## config.mk

```make
export PLATFORM = sky130hd
export DESIGN_NAME = sfp_port
export DESIGN_NICKNAME = d
export VERILOG_FILES = /design/src/hdl/sfp_pkg.sv /design/src/hdl/sfp_port.sv
export SDC_FILE = /design/constraint.sdc
export NUM_CORES = 1
export LEC_CHECK = 0
export BUFFER_PORTS_ARGS = -buffer_cell sky130_fd_sc_hd__buf_2
export CORE_MARGIN = 3
export CORE_UTILIZATION = 45
export DETAILED_ROUTE_END_ITERATION = 8
export PLACE_DENSITY = 0.79
export SYNTH_ARGS = -nofsm -noshare
export SYNTH_HDL_FRONTEND = slang
export SYNTH_SLANG_ARGS = --single-unit
```

## constraint.sdc

```tcl
create_clock -name clk -period 2.47 [get_ports clk]
set_input_delay 0.1235 -clock clk [delete_from_list [all_inputs] [get_ports clk]]
set_output_delay 0.1235 -clock clk [all_outputs]
set_load 0.05 [all_outputs]
```

## src/hdl/sfp_pkg.sv

```systemverilog
/*
  constants and carrier types for the serial flash pin front end.
  assumes one system clock; all pins already synchronous to it.
*/
// Operation
// - with the dedicated reset high the part runs, with it low the part is held in reset and every output floats.
// - the dedicated reset input is ignored when bit 0 of the function configuration register is one.
// - with quad off and dedicated reset disabled, the fourth pin is pause when the select bit is 0 and reset when it is 1.
// - command, address and data bits are sampled on rising serial clock edges.
// - each output bit is launched at a falling serial clock edge.
// - in dual operation the input and output pins become bidirectional data lines 0 and 1.
// - in quad or quad command mode the input, output, write-protect and pause pins become data lines 0 to 3.
// - with chip enable high the part is deselected, floats its outputs and takes no input.
// - with pause low and chip enable low the output floats and the transfer is frozen until pause returns high.
package sfp_pkg;

  // lane width modes
  localparam logic [1:0] SFP_WIDTH_SINGLE = 2'h0;
  localparam logic [1:0] SFP_WIDTH_DUAL   = 2'h1;
  localparam logic [1:0] SFP_WIDTH_QUAD   = 2'h2;

  localparam int SFP_FUNC_RESET_DIS_BIT = 0;
  localparam logic [3:0] SFP_LANES_OFF  = 4'hF;

  // lane masks and pin positions
  localparam int         SFP_LANE_COUNT   = 4;
  localparam int         SFP_PIN4_LANE    = 3;
  localparam logic [3:0] SFP_MASK_SINGLE  = 4'h1;
  localparam logic [3:0] SFP_MASK_SO      = 4'h2;
  localparam logic [3:0] SFP_MASK_DUAL    = 4'h3;
  localparam logic [3:0] SFP_MASK_NO_PIN4 = 4'h7;
  localparam logic [3:0] SFP_MASK_QUAD    = 4'hF;

  typedef enum logic [2:0] {
    SFP_ST_RESET = 3'h1,
    SFP_ST_IDLE  = 3'h2,
    SFP_ST_ACT   = 3'h4
  } sfp_state_t;

  // per-lane pin pair: oe_n low while the device drives
  typedef struct packed {
    logic [3:0] o;
    logic [3:0] oe_n;
  } sfp_pins_out_t;

  // core side mode controls
  typedef struct packed {
    logic [1:0] width;
    logic       quad_enable_bit;
    logic       pause_or_reset_select_bit;
    logic [7:0] func_cfg;
  } sfp_cfg_t;

endpackage : sfp_pkg

```

## src/hdl/sfp_port.sv

```systemverilog
/*
  serial flash pin front end: reset and pause selection, edge detection of
  the host serial clock, bit sampling and launching over 1, 2 or 4 lanes.
  assumes sck, ce_n and data pins are already synchronous to clk and that
  clk runs well above the serial clock; the core feeds mode controls.
  sck edges must be at least two clk cycles apart, so double data rate
  transfers are not served here; the core owns commands and byte assembly.
*/
`timescale 1ns/100ps
module sfp_port
  import sfp_pkg::*;
(
  // system
  input  wire logic       clk,
  input  wire logic       reset,
  // host pins
  input  wire logic       sck,
  input  wire logic       ce_n,
  input  wire logic       reset_n,
  input  wire logic [3:0] data_line_in,
  output logic      [3:0] data_line_out,
  output logic      [3:0] data_line_oe_n,
  // core side
  input  wire sfp_cfg_t   cfg,
  input  wire logic       core_drive,
  input  wire logic [3:0] core_tx,
  output logic      [3:0] rx_bits,
  output logic            rx_valid,
  output logic            tx_take,
  output logic            in_reset,
  output logic            paused,
  output logic            selected
);

  // serial clock edge tracking
  logic       sck_q;
  logic       rise;
  logic       fall;
  // selection and pin roles
  sfp_state_t state;
  logic       armed;
  logic       dedicated_reset;
  logic       pin4_reset;
  logic       hold_fn;
  logic       rst_active;
  logic       pause_n;
  // lane control
  logic [3:0] lane_mask;
  logic [3:0] tx_mask;
  logic [3:0] tx_bits;
  logic       rx_ok;
  logic       tx_block;

  // the pin vectors and the lane map must agree
  if ($bits(data_line_in) != SFP_LANE_COUNT) begin : g_lane_check
    $error("sfp_port: pin vectors do not match the lane count");
  end

  // lanes that carry data for a width code; used for receive, and for transmit except in single width
  function automatic logic [3:0] lanes_of(input logic [1:0] w);
    case (w)
      SFP_WIDTH_DUAL: lanes_of = SFP_MASK_DUAL;
      SFP_WIDTH_QUAD: lanes_of = SFP_MASK_QUAD;
      default:        lanes_of = SFP_MASK_SINGLE;
    endcase
  endfunction : lanes_of

  // single width listens on line 0 but answers on line 1
  function automatic logic [3:0] answer_lanes_of(input logic [1:0] w, input logic [3:0] mask);
    if (w == SFP_WIDTH_SINGLE) begin
      answer_lanes_of = SFP_MASK_SO;
    end else begin
      answer_lanes_of = mask;
    end
  endfunction : answer_lanes_of

  // fourth pin role: data in quad, otherwise pause, or reset only when the
  // dedicated reset is switched off and the select bit asks for it
  always_comb begin
    dedicated_reset = !cfg.func_cfg[SFP_FUNC_RESET_DIS_BIT];
    pin4_reset      = !cfg.quad_enable_bit && !dedicated_reset
                      && cfg.pause_or_reset_select_bit;
    hold_fn         = !cfg.quad_enable_bit && !pin4_reset;
    rst_active      = (dedicated_reset && !reset_n)
                      || (pin4_reset && !data_line_in[SFP_PIN4_LANE]);
    pause_n         = !(hold_fn && !data_line_in[SFP_PIN4_LANE] && !ce_n);
  end

  // pin 4 stays a control pin unless quad operation is switched on
  always_comb begin
    lane_mask = lanes_of(cfg.width);
    if (!cfg.quad_enable_bit) begin
      lane_mask = lane_mask & SFP_MASK_NO_PIN4;
    end
    tx_mask = answer_lanes_of(cfg.width, lane_mask);
    if (cfg.width == SFP_WIDTH_SINGLE) begin
      tx_bits = SFP_MASK_SO & {SFP_LANE_COUNT{core_tx[0]}};
    end else begin
      tx_bits = core_tx & lane_mask;
    end
  end

  always_comb begin
    rise = !sck_q && sck;
    fall = sck_q && !sck;
  end

  // a transfer moves only while selected, out of reset and not paused;
  // the core picks the direction with core_drive
  always_comb begin
    rx_ok    = (state == SFP_ST_ACT) && !ce_n && pause_n && !rst_active && !core_drive;
    tx_block = rst_active || ce_n || !pause_n || (state != SFP_ST_ACT) || !core_drive;
  end

  // no reset here: the flop follows the pin, so an idle-high clock in
  // mode 3 gives no false rising edge on the first cycle after reset
  always_ff @(posedge clk) begin
    sck_q <= sck;
  end

  // selection counts only after ce_n has been seen high since any reset
  always_ff @(posedge clk) begin
    if (reset || rst_active) begin
      armed <= 1'b0;
    end else if (ce_n) begin
      armed <= 1'b1;
    end
  end

  always_ff @(posedge clk) begin
    if (reset) begin
      state <= SFP_ST_RESET;
    end else if (rst_active) begin
      state <= SFP_ST_RESET;
    end else begin
      case (state)
        SFP_ST_RESET: begin
          if (ce_n) begin
            state <= SFP_ST_IDLE;
          end
        end
        SFP_ST_IDLE: begin
          if (!ce_n && armed) begin
            state <= SFP_ST_ACT;
          end
        end
        SFP_ST_ACT: begin
          if (ce_n) begin
            state <= SFP_ST_IDLE;
          end
        end
        default: begin
          state <= SFP_ST_RESET;
        end
      endcase
    end
  end

  // receive on rising edges; a pause freezes the sequence rather than reset it
  always_ff @(posedge clk) begin
    if (reset) begin
      rx_bits <= 4'h0;
    end else if (rx_ok && rise) begin
      rx_bits <= data_line_in & lane_mask;
    end
  end

  always_ff @(posedge clk) begin
    if (reset) begin
      rx_valid <= 1'b0;
    end else begin
      rx_valid <= rx_ok && rise;
    end
  end

  // launch on falling edges; a driven lane holds its bit until the next fall
  always_ff @(posedge clk) begin
    if (reset) begin
      tx_take <= 1'b0;
    end else begin
      tx_take <= !tx_block && fall;
    end
  end

  // one flop pair per lane; a lane outside the mask is released
  for (genvar lane = 0; lane < SFP_LANE_COUNT; lane++) begin : g_lane
    always_ff @(posedge clk) begin
      if (reset) begin
        data_line_out[lane]  <= 1'b0;
        data_line_oe_n[lane] <= SFP_LANES_OFF[lane];
      end else if (tx_block) begin
        data_line_oe_n[lane] <= SFP_LANES_OFF[lane];
      end else if (fall) begin
        data_line_out[lane]  <= tx_bits[lane];
        data_line_oe_n[lane] <= !tx_mask[lane];
      end
    end
  end

  // status levels for the core, one cycle behind the pins; selected rises two cycles after ce_n falls
  always_ff @(posedge clk) begin
    if (reset) begin
      in_reset <= 1'b1;
    end else begin
      in_reset <= rst_active;
    end
  end

  always_ff @(posedge clk) begin
    if (reset) begin
      paused <= 1'b0;
    end else begin
      paused <= !pause_n;
    end
  end

  always_ff @(posedge clk) begin
    if (reset) begin
      selected <= 1'b0;
    end else begin
      selected <= (state == SFP_ST_ACT) && !ce_n;
    end
  end

endmodule : sfp_port

```

# Word level (Yosys, flattened, before mapping)
# Cells that the tools add are included.
[totals]
inputBits = 26
register_bits = 22
out_inout_bits = 17
[op_classes]
muxes = 7
n_reduce_logical = 44
n_eq_ne = 8
bitwise_logic = 3
[op_table]
columns = ["cell", "count"]
rows = [
  ["logical AND 1 bit", 16],
  ["logical NOT 1 bit", 16],
  ["two-way mux 4 bit", 3],
  ["AND 4 bit", 2],
  ["case mux 4 bit (2 select lines)", 1],
  ["logical OR 1 bit", 6],
  ["two-way mux 3 bit", 2],
  ["case mux 3 bit (2 select lines)", 1],
  ["OR reduction 2 bit", 3],
  ["AND reduction 2 bit", 2],
  ["equality test 3 x 1 -> 1 bit, second input constant", 1],
  ["equality test 3 x 2 -> 1 bit, second input constant", 1],
  ["equality test 3 bit, second input constant", 1],
  ["!= test 3 bit, second input constant", 1],
  ["equality test 2 x 1 -> 1 bit, second input constant", 1],
  ["equality test 2 bit, second input constant", 1],
  ["logical NOT 2 bit", 1],
  ["!= test 2 x 1 -> 1 bit, second input constant", 1],
  ["!= test 2 bit, second input constant", 1],
  ["inverter 1 bit", 1],
]

# Longest topological paths before layout
# Gate-level depths: netlist of the first run.
[depth]
depth_word = 12
mapped_depth = 5

# Worst setup path before layout of the first run
# OpenSTA, ideal clock, no wires.
[synth_timing]
path_kind = "register to register"
startpoint = "register state[2]"
endpoint = "register data_line_out[1]"
t_arrival_ns = 1.714
path_buffers = 1
required_time_ns = 2.349
slack_ns = 0.635
stages_incl_launch_ff = 5
path_cell_list = "dfxtp_1 -> or3b_4 -> or4_1 -> buf_2 -> mux2_4"
[synth_via]
elab_chain_cells = 5
[synth_rtl]
columns = ["element", "line", "text"]
rows = [
  ["from (decl)", "sfp_port.sv:40", "sfp_state_t state;"],
  ["from (signal assigned)", "sfp_port.sv:132", "state <= SFP_ST_RESET;"],
  ["from (signal assigned)", "sfp_port.sv:134", "state <= SFP_ST_RESET;"],
  ["from (signal assigned)", "sfp_port.sv:139", "state <= SFP_ST_IDLE;"],
  ["!= test 3 bit", "sfp_port.sv:112", "tx_block = rst_active || ce_n || !pause_n || (state != SFP_ST_ACT) || !core_drive;"],
  ["logical OR 1 bit (2 in a row)", "sfp_port.sv:112", ""],
  ["inverter 1 bit (no source line)", "-", ""],
  ["AND reduction 2 bit (no source line)", "-", ""],
  ["to (signal, indexed assignment)", "sfp_port.sv:194", "data_line_out[lane] <= tx_bits[lane];"],
  ["to (decl)", "sfp_port.sv:21", "output logic [3:0] data_line_out,"],
]
# No other way between the ends.
# A chain may end at the register's enable or synchronous reset.

# Worst setup path in the final report of the first run
# Same ends and word-level chain as after synthesis.

==> flow_summary_export.csv, run 1 <==
group,metric,value,unit
critical_path,critPathCaptureType,"register",
power_and_ir_drop,fin_total_pwr,0.0006316,W
logic_synthesis,ys_async_sr_fraction,0,
power_and_ir_drop,seqPwrFrac,0.580,
drt,drt-total-wl,2051,um
timing,relSlewSlack,0.5341,
critical_path,crit_arrival,2.17,ns
drt,postRouteAntennaNets,0,
logic_synthesis,avgSynthCellArea,9.609,um^2
die,die-width,52.90,um
critical_path,worst-path-buf-inv,0,
die,num_io_pins,43,
global_route,grt_pass1_vias,779,
timing,hold_violations,0,
final_layout,area_growth,24.15,%
cts,cts_max_level,1,
global_route,antenna_found_initial,0,
cts,cts_num_sinks,22,
cts,numCtsBuffers,3,
cts,cts_resized,0,
critical_path,path_delay_family,"simple AND/OR/NAND/NOR gates",
drt,wl_per_cell,12.36,um
timing,rsz0062_at_grt,"false",
power_and_ir_drop,p_int,0.0004824,W
logic_synthesis,synth_nets,132,
die,rows,16,
timing,min_period_over_period,0.7978,
placed_design,place_congestion,0.7346,
critical_path,slowest_delay,0.68,ns
final_layout,final_cells,166,
logic_synthesis,yosys_most_used_dff,"dfxtp_1",
timing,slew_viol_final,0,
drt,drt_iter0_markers,14,
drt,drt-pass1-iter-count,4,
timing,finClkSkew,0.009913,ns
critical_path,setup.worst_path.class,"reg2reg",
final_layout,multiInputGateArea,521.8,um^2
final_layout,nets,169,
logic_synthesis,ys_seq_area_frac,0.4450,
logic_synthesis,syn_inst,103,
cts,cts_tree,"done",
timing,min_period,1.971,ns
critical_path,cp_max_fo,6,
die,coreArea,2022,um^2
power_and_ir_drop,power_switching,0.0001492,W
run_status,status,"complete, no violations",
timing,setup_tns,0,ns
cts,clkSlewWorstSetupHoldPaths,0.13,ns
placed_design,dp_hpwl,1639,um
cts,worstSkewPairLatency,0.30,ns
drt,vias_per_cell,5.030,
final_layout,drive_above_1_share,0.3381,
die,die_area,2798,um^2
logic_synthesis,yosysWarnings,0,
logic_synthesis,synth-edff-count,0,
logic_synthesis,synth_area,989.7,um^2
global_route,grt_first_pass_wirelength,3477,um
logic_synthesis,synth_cell_type_count,31,
global_route,globalRouteOverflowTotal,0,
final_layout,nFillCells,192,
final_layout,regArea,440.4,um^2
die,die_h,52.90,um
timing,tightest_slew,0.6931,ns
final_layout,diodes,0,
critical_path,crit_chain,"or3b_4 > or4_1 > mux2_4",
drt,vias,835,
timing,setup_viol,0,
global_route,track_usage,0.1677,
cts,cts-root-buf,"clkbuf_4",
hold_path,hp-class,"in2reg",
power_and_ir_drop,combPwrFrac,0.110,
power_and_ir_drop,p_leak,0.5579,nW
critical_path,startpoint_type,"register",
drt,drcViolationCount,0,
die,start_util,0.4895,
cts,cts_setup_buffers,0,
cts,clockBufferDepth,2,
cts,hold_buffers,1,
power_and_ir_drop,ir_drop,0.0004222,V
critical_path,worstPathRequired,2.66,ns
power_and_ir_drop,power.share.clock,0.310,
global_route,grt_max_degree,18,
placed_design,dp_cells,161,
critical_path,cp_slowest_cell,"or4_1",
power_and_ir_drop,cellPowerDensity,514.1,nW/um^2
job,cap_violations,0,
placed_design,port_buffers,35,
timing,setup_ws,0.4995,ns
logic_synthesis,synth.ff_latch_count,22,
power_and_ir_drop,p_sw_frac,0.2363,
timing,fmax,0.5075,GHz
placed_design,post-place-ws,0.5088,ns
[power groups by stage]
stage / clock [W] / combinational [W] / sequential [W]
after floorplan: 0 / 0.0000362 / 0.000378
after global placement: 0 / 0.0000661 / 0.000373
after detailed placement: 0 / 0.0000686 / 0.000374
after CTS: 0.000199 / 0.0000701 / 0.000366
after global routing: 0.000213 / 0.0000779 / 0.000367
final: 0.000196 / 0.0000696 / 0.000366
[Yosys cell counts, types with 2 or more instances]
cell,number,area [um^2]
dfxtp_1,22,440.4
nand2_1,11,41.29
nand2b_1,10,62.56
mux2i_1,9,90.09
nand3b_1,5,37.54
nor2_1,4,15.01
nor3_1,4,20.02
ha_1,3,37.54
inv_1,3,11.26
o21bai_1,3,22.52
a21oi_1,2,10.01
clkbuf_1,2,7.510
nand3_1,2,10.01
nor2b_1,2,12.51
nor3b_1,2,15.01
nor4_1,2,12.51
o211ai_1,2,15.01
or3b_2,2,17.52
[layer usage]
layer / share of wire / GRT usage / vias to the layer above
met5: 0 / 0 / -
met4: 0.0088 / 0.05106 / 0
met3: 0.059 / 0.03099 / 2
met2: 0.50 / 0.2769 / 23
met1: 0.43 / 0.2201 / 383
li1: - / - / 427
[area by class of cell]
type	count	area share
inverters	3	0.009165
well taps	27	0.02749
flip-flops and latches	22	0.3585
repair buffers	36	0.1507
clock buffers	4	0.02953
multi-input cells	74	0.4246
[worst paths after layout]
| check | start | endpoint | slack, ns | depth (start not counted) |
|---|---|---|---|---|
| setup / recovery | state[2] | data_line_out[1] | 0.50 | 3 |
| setup reg to reg | state[2] | data_line_out[1] | 0.50 | 3 |
| hold reg to reg | rx_bits[1] | rx_bits[1] | 0.48 | 2 |
| hold / removal | core_tx[2] | data_line_out[2] | 0.06 | 3 |
[logic make-up (layout without fill, tap and decap cells)]
family	after synthesis	count (layout)	synth area share
AND/OR/NAND/NOR	50	50	0.2996
flip-flops	22	22	0.4450
multiplexers	11	11	0.1176
AO/OA/AOI/OAI	9	9	0.06321
buffers and inverters	7	43	0.02781
adder cells (fa/ha/maj)	3	3	0.03793
XOR/XNOR	1	1	0.008851
[layout by cell type (no fill, tap or decap), types with 2 or more instances in the layout]
cell,n
a21oi_1,2
buf_2,35
clkbuf_4,3
dfxtp_1,22
ha_1,3
inv_1,3
mux2i_1,9
nand2_1,11
nand2b_1,10
nand3_1,2
nand3b_1,5
nor2_1,4
nor2b_1,2
nor3_1,4
nor3b_1,2
nor4_1,2
o211ai_1,2
o21bai_1,3
or3b_2,2
[per-stage QoR]
step	utilization	hold WS, ns	cell area [um^2]
6_report	0.6077	0.05724	1229
5_1_grt	0.6077	0.08347	1229
4_1_cts	0.6077	0.05826	1229
3_5_place_dp	0.5848	0.2647	1182
3_3_place_gp	0.5848	0.2560	1182
2_1_floorplan	-	0.1512	989.7
[registers in the layout (all words and copies together), names as in the netlist]
register / count
data_line_out: 4
rx_valid: 1
rx_bits: 4
paused: 1
in_reset: 1
state: 3
armed: 1
tx_take: 1
data_line_oe_n: 4
sck_q: 1
selected: 1
[worst register-to-register path: cells and delay by family (launching register included)]
| kind | cells | cell delay, ns |
|---|---|---|
| and+or+nand+nor | 2 | 1.11 |
| DFF | 1 | 0.42 |
| muxes | 1 | 0.35 |
Note: power is estimated with default switching activity, not from simulation.
==> run 2, diff against run 1 <==
ABC_AREA = 1   (was default)
clock period = 2 ns   (was 2.47 ns; I/O delays follow)
==> run 2 against run 1 <==
  * Cell area rose by 3.3%
  * Critical path depth rose by 5
  * Clock power rose by 73%
  * Clock skew fell by 0.0044 ns
  * Combinational power rose by 61%
  * Area after synthesis fell by 0.25%
  * Via count rose by 10%
  * Highest routed layer unchanged
==> flow_summary_export.csv, run 2 <==
group,metric,value,unit
logic_synthesis,ys_async_sr_fraction,0,
power_and_ir_drop,ir_drop,0.0004847,V
logic_synthesis,synth_area,987.2,um^2
global_route,globalRouteOverflowTotal,0,
global_route,track_usage,0.1789,
final_layout,final_cells,193,
critical_path,cp_max_fo,6,
final_layout,final_cell_mix,"buf_2 (35), nand2_1 (30), dfxtp_1 (22), inv_1 (21), nor2_1 (13)",
critical_path,startpoint_type,"input pin",
logic_synthesis,synth_top_area_share,0.4461,
timing,min_period_over_period,0.6742,
critical_path,worst-path-buf-inv,3,
cts,numCtsBuffers,3,
final_layout,reg_top3,"data_line_oe_n (4), data_line_out (4), rx_bits (4)",
logic_synthesis,ys_seq_area_frac,0.4461,
critical_path,worstPathRequired,2.20,ns
timing,tightest_slew,0.3043,ns
drt,wl_per_cell,11.13,um
timing,slew_viol_final,0,
timing,hold_violations,0,
final_layout,area_growth,28.52,%
logic_synthesis,yosys_most_used_dff,"dfxtp_1",
timing,rsz0062_at_grt,"false",
timing,finClkSkew,0.005495,ns
final_layout,diodes,0,
logic_synthesis,synth_nets,154,
global_route,grt_first_pass_wirelength,3601,um
drt,drt_iter0_markers,11,
power_and_ir_drop,cellPowerDensity,716.2,nW/um^2
final_layout,final_common_cell,"buf_2",
logic_synthesis,synth_area_leader_cell,"dfxtp_1",
drt,drt-total-wl,2148,um
cts,cts_resized,0,
logic_synthesis,synth-edff-count,0,
placed_design,place_congestion,0.7393,
die,coreArea,2022,um^2
hold_path,hp-class,"in2reg",
final_layout,nets,196,
critical_path,crit_arrival,1.54,ns
die,die_h,52.84,um
cts,clockBufferDepth,2,
timing,min_period,1.348,ns
timing,fmax,0.7417,GHz
drt,drcViolationCount,0,
final_layout,nFillCells,179,
logic_synthesis,yosysMostFrequentCell,"nand2_1",
cts,clkSlewWorstSetupHoldPaths,0.13,ns
logic_synthesis,avgSynthCellArea,7.898,um^2
drt,drt-pass1-iter-count,4,
placed_design,post-place-ws,0.7662,ns
final_layout,multiInputGateArea,467.9,um^2
drt,vias,919,
die,num_io_pins,43,
logic_synthesis,yosysWarnings,0,
placed_design,dp_cells,187,
critical_path,cp_slowest_cell,"dlygate4sd3_1",
die,start_util,0.4882,
final_layout,design_area,1269,um^2
critical_path,crit_chain,"dlygate4sd3_1 > buf_2 > inv_1 > o211ai_2 > nor2_8 > nand2_1 > nor2_2 > o211ai_1",
global_route,grt_max_degree,14,
placed_design,placed_cell_area,1196,um^2
die,rows,16,
global_route,grt_pass1_vias,886,
logic_synthesis,synth.ff_latch_count,22,
cts,cts_num_sinks,22,
critical_path,slowest_delay,0.53,ns
run_status,status,"complete, no violations",
timing,relSlewSlack,0.7961,
cts,cts_tree,"done",
final_layout,drive_above_1_share,0.3072,
global_route,antenna_found_initial,0,
power_and_ir_drop,p_leak,0.7095,nW
logic_synthesis,synth_common_cells,"nand2_1 (30), dfxtp_1 (22), inv_1 (21)",
final_layout,regArea,440.4,um^2
cts,worstSkewPairLatency,0.31,ns
die,die_area,2792,um^2
timing,setup_tns,0,ns
logic_synthesis,ys_top_cells_by_area,"dfxtp_1 (45%), nand2_1 (11%), inv_1 (8.0%)",
timing,setup_viol,0,
drt,postRouteAntennaNets,0,
drt,vias_per_cell,4.762,
critical_path,critPathCaptureType,"register",
timing,setup_ws,0.6517,ns
logic_synthesis,syn_inst,125,
job,cap_violations,0,
cts,cts_max_level,1,
logic_synthesis,synth_cell_type_count,22,
power_and_ir_drop,fin_total_pwr,0.0009087,W
critical_path,path_delay_family,"buffers and inverters",
critical_path,setup.worst_path.class,"in2reg",
die,die-width,52.84,um
placed_design,port_buffers,35,
placed_design,dp_hpwl,1692,um
cts,cts-root-buf,"clkbuf_4",
==> run 2: final timing paths <==
| path | endpoint | cells after the start | startpoint | slack (ns) |
|---|---|---|---|---|
| max | data_line_oe_n[0] | 8 | ce_n | 0.65 |
| min | rx_bits[1] | 3 | data_line_in[1] | 0.01 |
| max reg2reg | data_line_oe_n[0] | 5 | state[2] | 0.76 |
| min reg2reg | armed | 2 | armed | 0.47 |
==> run 2: through the flow <==
| step | hold slack, ns | util |
|---|---|---|
| floorplan | 0.1277 | - |
| global placement | 0.2169 | 0.5916 |
| detailed placement | 0.2227 | 0.5916 |
| CTS | 0.006404 | 0.6275 |
| global route | 0.01920 | 0.6275 |
| finish | 0.01291 | 0.6275 |
==> run 2: routing by layer <==
layer / up-vias / track usage / wire [um]
met2: 26 / 0.3264 / 1081
met4: 0 / 0.1191 / 78
met5: - / 0 / 0
li1: 478 / - / -
met1: 406 / 0.1840 / 860
met3: 9 / 0.02849 / 128
==> run 2: tightest hold or removal path: cells and delay by family <==
kind,cells,cell delay (ns)
buffers and inverters,1,0.07
and+or+nand+nor,2,0.13
==> run 2: final cells by class <==
cell class / instances / area share
clock buffer: 3 / 0.01775
clock inverter: 1 / 0.02367
timing repair buffer: 37 / 0.1538
tap: 27 / 0.02663
sequential: 22 / 0.3471
inverter: 21 / 0.06213
multi-input combinational: 82 / 0.3688
==> run 2: logic make-up after synthesis <==
logic type,share of synthesized area
and+or+nand+nor,0.3435
AOI/OAI and AO/OA,0.09252
buffers and inverters,0.07985
DFF,0.4461
adders and majority gates,0.03803
==> run 2: what timing repair did <==
action	4_1_cts	5_1_grt
hold buffers	2	0
buffers inserted	0	0
endpoints found under the hold margin	2	0
setup endpoints to repair	0	0
==> run 2: report_power, final <==
group | leakage [nW] | total [W] | switching (W) | internal, W
sequential | 0.179 | 0.000457 | 0.00000786 | 0.000449
clock | 0.0279 | 0.000340 | 0.000138 | 0.000203
combinational | 0.503 | 0.000112 | 0.0000705 | 0.0000412
